--- src/core/link_config_pkg.sv ---
// Shared constants and types for the serializer link configuration register bank.
package link_config_pkg;

   // Register offsets on the control channel.
   localparam logic [7:0] OFFSET_OWN_ADDRESS = 8'h00;
   localparam logic [7:0] OFFSET_PARTNER_ADDRESS = 8'h01;
   localparam logic [7:0] OFFSET_SPREAD_AUDIO_RATE = 8'h02;
   // Highest offset covered by the write lock.
   localparam logic [7:0] OFFSET_LOCK_LAST = 8'h1F;

   // Field positions inside the registers.
   localparam int LOCK_BIT = 0;
   localparam int ADDRESS_MSB = 7;
   localparam int ADDRESS_LSB = 1;
   localparam int RESERVED_BIT = 0;
   localparam int SPREAD_MSB = 7;
   localparam int SPREAD_LSB = 5;
   localparam int AUDIO_BIT = 4;
   localparam int PIXEL_MSB = 3;
   localparam int PIXEL_LSB = 2;
   localparam int RATE_MSB = 1;
   localparam int RATE_LSB = 0;

   // Reset values.
   localparam logic LOCK_RESET = 1'b0;
   localparam logic RESERVED_RESET = 1'b0;
   localparam logic [2:0] SPREAD_RESET_PIN_LOW = 3'h0;
   localparam logic [2:0] SPREAD_RESET_PIN_HIGH = 3'h1;
   localparam logic AUDIO_RESET = 1'b1;
   localparam logic [1:0] RANGE_AUTOMATIC = 2'h3;
   localparam logic [7:0] READ_UNMAPPED = 8'h00;

   // Spread codes that mean no spreading at all.
   localparam logic [2:0] SPREAD_NONE_A = 3'h0;
   localparam logic [2:0] SPREAD_NONE_B = 3'h4;

   // Fixed middle bits of the strap-derived default addresses.
   localparam logic [1:0] OWN_ADDRESS_MIDDLE = 2'h0;
   localparam logic [1:0] PARTNER_ADDRESS_MIDDLE = 2'h1;
   localparam logic ADDRESS_LOW_BIT = 1'b0;

   // Level seen on a three-level address-select pin.
   typedef enum logic [1:0]
   {
      TRI_LOW = 2'b00,
      TRI_OPEN = 2'b01,
      TRI_HIGH = 2'b10
   } tri_level_e;

endpackage

--- src/core/address_strap_decode.sv ---
// Turns the two three-level address-select pins into default bus addresses.
`timescale 1ns/1ps
`default_nettype none

module address_strap_decode
(
   // Three-level pin levels.
   input wire logic [1:0] address_select_pin_a,
   input wire logic [1:0] address_select_pin_b,
   // Default seven-bit addresses.
   output logic [6:0] own_default,
   output logic [6:0] partner_default
);
   import link_config_pkg::*;

   // Each pin contributes two address bits; an illegal code falls back to low.
   function automatic logic [1:0] strap_bits(input logic [1:0] code);
      logic [1:0] bits;
      bits = 2'h0;
      unique case (code)
         TRI_LOW:
         begin
            bits = 2'h0;
         end
         TRI_OPEN:
         begin
            bits = 2'h1;
         end
         TRI_HIGH:
         begin
            bits = 2'h2;
         end
         default:
         begin
            bits = 2'h0;
         end
      endcase
      return bits;
   endfunction

   // Both defaults share the pin bits and differ only in the middle pair.
   always_comb
   begin
      own_default = {strap_bits(address_select_pin_a), OWN_ADDRESS_MIDDLE,
                     strap_bits(address_select_pin_b), ADDRESS_LOW_BIT};
      partner_default = {strap_bits(address_select_pin_a), PARTNER_ADDRESS_MIDDLE,
                         strap_bits(address_select_pin_b), ADDRESS_LOW_BIT};
   end

endmodule

`default_nettype wire

--- src/core/serializer_link_config_regs.sv ---
// Configuration register bank of the serializer, reached from the control channel.
//
// Operation
// - Own address in 0x00, strapped default.
// - Lock bit makes 0x00..0x1F read only.
// - Lock holds until reset or power-down.
// - Partner address in 0x01, reserved bit zero.
// - Spread select field, pin-chosen default.
// - Pixel clock range field, resets automatic.
// - Serial rate range field, resets automatic.
`timescale 1ns/1ps
`default_nettype none

module serializer_link_config_regs
(
   // Clock and reset.
   input wire logic clk,
   input wire logic rst,
   // Configuration pins.
   input wire logic power_down_n,
   input wire logic spread_enable_pin,
   input wire logic [1:0] address_select_pin_a,
   input wire logic [1:0] address_select_pin_b,
   // Register access from the control channel.
   input wire logic [7:0] reg_addr,
   input wire logic reg_wr_en,
   input wire logic [7:0] reg_wr_data,
   input wire logic reg_rd_en,
   output logic [7:0] reg_rd_data,
   output logic reg_rd_valid,
   output logic reg_wr_refused,
   // Configuration presented to the rest of the serializer.
   output logic [6:0] own_bus_address,
   output logic write_lock,
   output logic [6:0] partner_bus_address,
   output logic [2:0] spread_select,
   output logic spread_active,
   output logic audio_channel_enable,
   output logic [1:0] pixel_clock_range,
   output logic pixel_range_auto,
   output logic [1:0] serial_rate_range,
   output logic serial_rate_auto
);
   import link_config_pkg::*;

   // Every piece of state of the bank lives in this one record.
   typedef struct packed
   {
      // Stored register words, one for each mapped offset.
      logic [7:0] own_word;
      logic [7:0] partner_word;
      logic [7:0] config_word;
      // Read answer and the one-cycle access pulses.
      logic [7:0] rd_data;
      logic rd_valid;
      logic wr_refused;
      // Decoded flags, kept in flip-flops so the outputs need no gates of their own.
      logic spread_active;
      logic pixel_auto;
      logic rate_auto;
   } state_s;

   // Registered state and its next value.
   state_s state_reg;
   state_s state_next;

   // Strap-derived default addresses.
   logic [6:0] own_default;
   logic [6:0] partner_default;

   // Reset is either the system reset or the power-down pin held low.
   logic bank_reset;

   // Write lock as currently stored.
   logic locked;

   // True when an access falls in the range the lock protects.
   // Offset zero is the bottom of the span, so only the top needs a compare.
   function automatic logic in_lock_range(input logic [7:0] addr);
      return addr <= OFFSET_LOCK_LAST;
   endfunction

   // Readback value of a register; unmapped offsets read as zero.
   function automatic logic [7:0] read_word(input state_s s, input logic [7:0] addr);
      logic [7:0] word;
      word = READ_UNMAPPED;
      // Three registers do not justify a table; each offset is compared in turn.
      if (addr == OFFSET_OWN_ADDRESS)
      begin
         word = s.own_word;
      end
      else if (addr == OFFSET_PARTNER_ADDRESS)
      begin
         word = s.partner_word;
      end
      else if (addr == OFFSET_SPREAD_AUDIO_RATE)
      begin
         word = s.config_word;
      end
      return word;
   endfunction

   // The strap decode is pure logic; it is only sampled while reset is applied.
   address_strap_decode u_strap
   (
      .address_select_pin_a(address_select_pin_a),
      .address_select_pin_b(address_select_pin_b),
      .own_default(own_default),
      .partner_default(partner_default)
   );

   // The lock is the low bit of the own-address word, so one write sets both.
   assign locked = state_reg.own_word[LOCK_BIT];

   // Both sources act on the clock edge; the pin is taken as synchronous to clk.
   // power-down reset
   assign bank_reset = rst || !power_down_n;

   // Next-state logic: reset loads, then writes, then reads, then derived flags.
   always_comb
   begin
      state_next = state_reg;
      state_next.rd_valid = 1'b0;
      state_next.wr_refused = 1'b0;
      // Straps are sampled only here; moving a pin later waits for the next reset.
      if (bank_reset)
      begin
         state_next.own_word = {own_default, LOCK_RESET};
         state_next.partner_word = {partner_default, RESERVED_RESET};
         state_next.config_word[SPREAD_MSB:SPREAD_LSB] =
            spread_enable_pin ? SPREAD_RESET_PIN_HIGH : SPREAD_RESET_PIN_LOW;
         state_next.config_word[AUDIO_BIT] = AUDIO_RESET;
         state_next.config_word[PIXEL_MSB:PIXEL_LSB] = RANGE_AUTOMATIC;
         state_next.config_word[RATE_MSB:RATE_LSB] = RANGE_AUTOMATIC;
         // Clear the read data so nothing read before reset can leak out after it.
         state_next.rd_data = READ_UNMAPPED;
      end
      else
      begin
         // A refused write is dropped whole; the pulse tells the host it was lost.
         // lock blocks writes
         if (reg_wr_en && locked && in_lock_range(reg_addr))
         begin
            state_next.wr_refused = 1'b1;
         end
         else if (reg_wr_en)
         begin
            // Unmapped offsets fall through every branch and are ignored silently.
            // The lock bit is written with the address, so setting it is one write.
            if (reg_addr == OFFSET_OWN_ADDRESS)
            begin
               // Address and lock are replaced together.
               // own address written
               state_next.own_word = reg_wr_data;
            end
            else if (reg_addr == OFFSET_PARTNER_ADDRESS)
            begin
               // Only the address bits are taken from the write.
               // reserved bit kept zero
               state_next.partner_word = {reg_wr_data[ADDRESS_MSB:ADDRESS_LSB],
                                          RESERVED_RESET};
            end
            else if (reg_addr == OFFSET_SPREAD_AUDIO_RATE)
            begin
               // Every code of every field is legal, so the whole word is taken.
               // spread, audio, ranges written
               state_next.config_word = reg_wr_data;
            end
         end
         // The read sees the stored value, so a same-cycle write shows only later.
         // reads work when locked
         if (reg_rd_en)
         begin
            state_next.rd_data = read_word(state_reg, reg_addr);
            state_next.rd_valid = 1'b1;
         end
      end
      // Derived flags follow the register they describe in the same cycle.
      // Registering them costs three flip-flops but keeps every output glitch free.
      state_next.spread_active =
         (state_next.config_word[SPREAD_MSB:SPREAD_LSB] != SPREAD_NONE_A) &&
         (state_next.config_word[SPREAD_MSB:SPREAD_LSB] != SPREAD_NONE_B);
      state_next.pixel_auto =
         state_next.config_word[PIXEL_MSB:PIXEL_LSB] == RANGE_AUTOMATIC;
      state_next.rate_auto =
         state_next.config_word[RATE_MSB:RATE_LSB] == RANGE_AUTOMATIC;
   end

   // Keeping reset out of this process leaves one plain register for the record.
   // One register stage for the whole record; reset is handled in the next-state logic.
   always_ff @(posedge clk)
   begin
      state_reg <= state_next;
   end

   // Outputs are plain slices of the registered record.
   // No gate sits between the record and a pin, so every output is a flip-flop.
   assign reg_rd_data = state_reg.rd_data;
   assign reg_rd_valid = state_reg.rd_valid;
   assign reg_wr_refused = state_reg.wr_refused;
   assign own_bus_address = state_reg.own_word[ADDRESS_MSB:ADDRESS_LSB];
   assign write_lock = state_reg.own_word[LOCK_BIT];
   assign partner_bus_address = state_reg.partner_word[ADDRESS_MSB:ADDRESS_LSB];
   assign spread_select = state_reg.config_word[SPREAD_MSB:SPREAD_LSB];
   assign spread_active = state_reg.spread_active;
   assign audio_channel_enable = state_reg.config_word[AUDIO_BIT];
   assign pixel_clock_range = state_reg.config_word[PIXEL_MSB:PIXEL_LSB];
   assign pixel_range_auto = state_reg.pixel_auto;
   assign serial_rate_range = state_reg.config_word[RATE_MSB:RATE_LSB];
   assign serial_rate_auto = state_reg.rate_auto;

endmodule

`default_nettype wire
--- config.mk ---
export PLATFORM = sky130hd
export DESIGN_NAME = serializer_link_config_regs
export DESIGN_NICKNAME = d
export VERILOG_FILES = /design/src/core/link_config_pkg.sv /design/src/core/address_strap_decode.sv /design/src/core/serializer_link_config_regs.sv
export SDC_FILE = /design/constraint.sdc
export NUM_CORES = 1
export LEC_CHECK = 0
export ABC_AREA = 1
export BUFFER_PORTS_ARGS = -buffer_cell sky130_fd_sc_hd__buf_2
export CAP_MARGIN = 0
export CORE_MARGIN = 5
export CORE_UTILIZATION = 47
export DETAILED_ROUTE_END_ITERATION = 8
export PLACE_DENSITY = 0.86
export SYNTH_ARGS = -nofsm -noshare
export SYNTH_HDL_FRONTEND = slang
export SYNTH_SLANG_ARGS = --single-unit
--- constraint.sdc ---
create_clock -name clk -period 1.69 [get_ports clk]
set_input_delay 0.169 -clock clk [delete_from_list [all_inputs] [get_ports clk]]
set_output_delay 0.169 -clock clk [all_outputs]
set_load 0.02 [all_outputs]
# ---- After elaboration in Yosys (flattened, before gate mapping)
# Cells that the tools add are included.
dict set report word_totals {
  reg_bits 36
  output_inout_bits 36
}
dict set report classes {
  order_cmp 1
  n_eq_ne 11
  muxes 16
  n_bitwise 3
  reduce_logical 15
}
# cell count
set ops {}
lappend ops {{2-to-1 mux 8 bit} 7}
lappend ops {{2-to-1 mux 24 bit} 2}
lappend ops {{2-to-1 mux 32 bit} 1}
lappend ops {{2-to-1 mux 16 bit} 1}
lappend ops {{2-to-1 mux 9 bit} 1}
lappend ops {{== test 2 bit (second input constant)} 4}
lappend ops {{== test 8 x 1 -> 1 bit (second input constant)} 1}
lappend ops {{== test 8 x 2 -> 1 bit (second input constant)} 1}
lappend ops {{<= comparator 8 x 5 -> 1 bit (second input constant)} 1}
lappend ops {{zero test 8 bit} 1}
lappend ops {{one-hot mux 2 bit (2 select lines)} 2}
lappend ops {{AND reduction 4 bit} 2}
lappend ops {{AND reduction 3 bit} 2}
lappend ops {{nonzero test 2 bit} 3}
lappend ops {{AND reduction 5 bit} 1}
lappend ops {{== test 2 x 1 -> 1 bit (second input constant)} 2}
lappend ops {{inequality test 2 bit (second input constant)} 2}
lappend ops {{logical AND 1 bit} 3}
lappend ops {{inequality test 3 bit (second input constant)} 1}
lappend ops {{inverter 1 bit} 3}
lappend ops {{nonzero test 3 bit} 1}
lappend ops {{2-to-1 mux 1 bit} 2}
lappend ops {{zero test 1 bit} 1}
lappend ops {{logical OR 1 bit} 1}

# ---- Depth between registers and ports, before layout
dict set report depth {
  word_depth 9
  depth_mapped 9
  ltp_nobuf 9
}

# ---- Hierarchy
# From an unflattened synthesis, not the netlist that was laid out.
dict set report hier_totals {
  cells_unflattened 235
  hier_area_um2 1833.0
}
# mod instances cells_each area_per_inst_um2 seq_area_each_um2
set modules_own_cells {}
lappend modules_own_cells {serializer_link_config_regs 1 215 1720.4 860.8}
lappend modules_own_cells {address_strap_decode 1 20 112.6 0.0}

# ---- Least setup slack after synthesis
# No wires, ideal clock.
dict set report synth_path {
  kind {register -> register}
  startpoint {register state_reg, in the netlist write_lock}
  endpoint {register state_reg, in the netlist partner_bus_address[1] (enable)}
  setup_ps 308
  t_arrival_ps 1109
  path_slack_ps 274
  path_stages_with_launch 8
  period_less_slack_ps 1416
  cell_sequence {dfxtp_1 nand2_1 inv_1 nand3_1 nand2_1 nor2_1 inv_1 nand2_1}
}
dict set report synth_between {
  elab_chain_cells 4
}
# element line_no
set synth_lines {}
lappend synth_lines {{start: declaration} serializer_link_config_regs.sv:64} ;# state_s state_reg;
lappend synth_lines {{start signal: assignment} serializer_link_config_regs.sv:193} ;# state_reg <= state_next;
lappend synth_lines {{logical AND 1 bit (2 in series)} serializer_link_config_regs.sv:142} ;# if (reg_wr_en && locked && in_lock_range(reg_addr))
lappend synth_lines {{inequality test 2 bit (no line)} n/a}
lappend synth_lines {{AND reduction 4 bit (no line)} n/a}
# No other way between the ends.
# A chain may end at the register's enable or synchronous reset.

# ---- Final worst setup path
dict set report layout_path {
  startpoint {register state_reg, in the netlist write_lock}
  endpoint {register state_reg, in the netlist own_bus_address[6] (enable)}
}
dict set report layout_between {
  elab_chain_cells 4
}
# element line_no
set layout_lines {}
lappend layout_lines {{logical AND 1 bit (2 in series)} serializer_link_config_regs.sv:142}
lappend layout_lines {{inequality test 2 bit (no line)} n/a}
lappend layout_lines {{AND reduction 3 bit (no line)} n/a}
# No other way between the ends.

==> impl_metrics.json <==
{
  "async_reset_ff_share_pct": 0,
  "p_sw_share_pct": 28.0,
  "netlist_area_um2": 1570,
  "max-cap-violations": 0,
  "cts_tree": "done",
  "place_hpwl_um": 3240,
  "drtIter0Drc": 82,
  "synthAdderAreaFrac_pct": 0,
  "dieArea_um2": 4600,
  "start_util_pct": 47.8,
  "syn2layout_area_growth_pct": 27.9,
  "stdcell_count": 329,
  "r2r_cells": 7,
  "synth_cell_types": 20,
  "synth.mux.area_fraction_pct": 0,
  "yosys_most_used_dff": "dfxtp_1",
  "wl_um": 4040,
  "p_sw_w": 0.000444,
  "worstPathRequired_ns": 1.74,
  "ys_ff_latch": 36,
  "gp_congestion": 0.910,
  "grt_max_degree": 17,
  "synthXorXnorAreaFrac_pct": 0,
  "cp_max_fo": 10,
  "synthCells": 214,
  "grt_pass1_vias": 1433,
  "hold_slack_ns": 0.0305,
  "overflow": 0,
  "yosysTopAreaCell": "dfxtp_1",
  "intPower_w": 0.00114,
  "synthesis.nets": 240,
  "insertion_delay_ns": 0.35,
  "avgSynthCellArea_um2": 7.34,
  "cts_buffers": 5,
  "vias_per_cell": 4.81,
  "io_buffers": 61,
  "drive_gt1_share_pct": 29.0,
  "p_total_w": 0.00158,
  "ys_top_cells_by_area": "dfxtp_1 (36%), edfxtp_1 (15%), nand2_1 (15%), nor2_1 (9.1%), o21ai_0 (7.3%)",
  "seq_area_frac_synth_pct": 51.0,
  "p_leak_nw": 1.07,
  "outcome": "finished, final reports clean",
  "ios": 62,
  "cts_setup_buffers": 0,
  "route.detailed.drc": 0,
  "arrival_ns": 1.59,
  "tightestPinTransition_ns": 0.261,
  "cp-end-kind": "flop",
  "synthSimpleGateAreaFrac_pct": 33.8,
  "pwr-share-seq_pct": 58.4,
  "cp-start-kind": "flop",
  "routedWlPerCell_um": 12.3,
  "cts_resized": 0,
  "grtUsageTotal_pct": 18.4,
  "antenna_found_initial": 0,
  "ir_drop_v": 0.000353,
  "timing.final.max_slew_violations": 0,
  "synth_edf_count": 8,
  "finalSetupViolCount": 0,
  "die_h_um": 67.8,
  "final_util_pct": 61.2,
  "grt_pass1_wl_um": 6220,
  "clk_pin_slew_ns": 0.13,
  "finalHoldViolCount": 0,
  "rsz0062_at_grt": "false",
  "nets": 308,
  "fin_crit_ns": 1.54,
  "clk_path_buf_depth": 2,
  "diodes": 0,
  "root_buffer": "clkbuf_4",
  "finalCritPeriodShare_pct": 91.3,
  "maxSlewHeadroom_pct": 82.6,
  "dr.pass1.iters": 4,
  "comb_power_share_pct": 11.4,
  "clockPowerShare_pct": 30.2,
  "num_vias": 1584,
  "dp.cells": 321,
  "synth_top_family_by_area": "simple AND/OR/NAND/NOR gates",
  "hold_path_depth": 3,
  "yosys_warnings": 0,
  "fmax_mhz": 648,
  "synth_compound_area_share_pct": 8.12,
  "min_path_type": "input pin to flop",
  "cts_sinks": 36,
  "cts-htree-levels": 2,
  "critPathKind": "flop to flop",
  "fin_skew_ns": 0.0165,
  "postRouteAntennaNets": 0,
  "core_region_area_um2": 3280,
  "cts_hold_buf": 0,
  "synth_top_area_share_pct": 35.7,
  "rows": 21,
  "p_per_area_nw_per_um2": 787,
  "fin_setup_tns_ns": 0,
  "die_x_um": 67.8
}
[flip-flops by register name, summed over array words and instances, names as in the netlist]
signal                flops
pixel_clock_range         2
reg_rd_data               8
write_lock                1
spread_select             3
serial_rate_auto          1
reg_rd_valid              1
reg_wr_refused            1
partner_bus_address       7
audio_channel_enable      1
pixel_range_auto          1
serial_rate_range         2
own_bus_address           7
spread_active             1
[final timing paths]
check	startpoint	to	slack (ns)
hold / removal	spread_enable_pin	spread_select[0]$_DFF_P_	0.03
setup / recovery	write_lock$_SDFFE_PP0P_	own_bus_address[6]$_DFFE_PP_	0.15
hold reg to reg	own_bus_address[4]$_SDFFE_PP0P_	own_bus_address[4]$_SDFFE_PP0P_	0.51
setup reg to reg	write_lock$_SDFFE_PP0P_	own_bus_address[6]$_DFFE_PP_	0.15
[logic make-up after synthesis]
group / Yosys count
buffers and inverters: 28
AOI/OAI and AO/OA: 25
and+or+nand+nor: 125
DFF: 36
[cell type report]
type | instances | area [um^2]
clock buffers | 5 | 37.5
clock inverters | 3 | 22.5
fillers | 306 | 1270
inverters | 23 | 87.6
multi-input cells | 150 | 662
flip-flops and latches | 36 | 801
well taps | 46 | 57.6
repair buffers | 66 | 343
[placed cells by master (no fill, tap or decap)]
cell type / synthesis / final
clkinv_2: 1 / 1
dfxtp_1: 28 / 28
nor2_1: 38 / 37
a21oi_1: 1 / 1
nand2_1: 63 / 63
buf_4: 1 / 5
nand3_2: 1 / 1
nand4_1: 1 / 1
inv_4: 0 / 1
clkbuf_4: 0 / 5
clkinvlp_4: 0 / 1
o21ai_0: 23 / 23
inv_1: 22 / 22
nor2_4: 1 / 1
clkinv_4: 0 / 1
nand2_2: 1 / 1
buf_2: 1 / 61
edfxtp_1: 8 / 8
nand2_4: 1 / 1
nor2_2: 1 / 2
a21o_1: 1 / 1
nand3_1: 17 / 17
nor3_4: 1 / 1
[stage by stage]
step           setup WS, ns  instance area (um^2)
2_1_floorplan         0.274                  1570
3_3_place_gp          0.191                  1950
3_5_place_dp          0.203                  1950
4_1_cts               0.180                  2010
5_1_grt              0.0264                  2010
6_report              0.147                  2010
[synthesized netlist by cell type (all sizes together), types with 2 or more instances]
cell	instances
dfxtp	28
inv	22
nand3	18
o21ai	23
edfxtp	8
nand2	65
clkbuf	3
buf	2
nor2	40
[worst max-delay path, cell delays in order (launching register included)]
cell,delay (ns)
dfxtp_1,0.35
nand2_1,0.06
inv_1,0.03
nand3_1,0.17
nand2_1,0.12
inv_1,0.22
nand2_4,0.13
nand2_1,0.16
[power groups by stage]
stage	clock, W	sequential (W)	combinational (W)
4_1_cts	0.000486	0.000924	0.000181
2_1_floorplan	0	0.000979	0.0000626
3_3_place_gp	0	0.000942	0.000179
6_report	0.000478	0.000924	0.000181
5_1_grt	0.000524	0.000927	0.000199
3_5_place_dp	0	0.000944	0.000181
[layer usage]
| metal | track usage [%] | part of all wire (%) | vias to the layer above |
|---|---|---|---|
| met5 | 0 | 0 | - |
| met4 | 7.94 | 1.7 | 0 |
| met3 | 4.27 | 11 | 6 |
| met2 | 32.4 | 49 | 73 |
| met1 | 21.2 | 38 | 696 |
| li1 | - | - | 809 |
No activity file was read; power rests on OpenSTA's default activity.
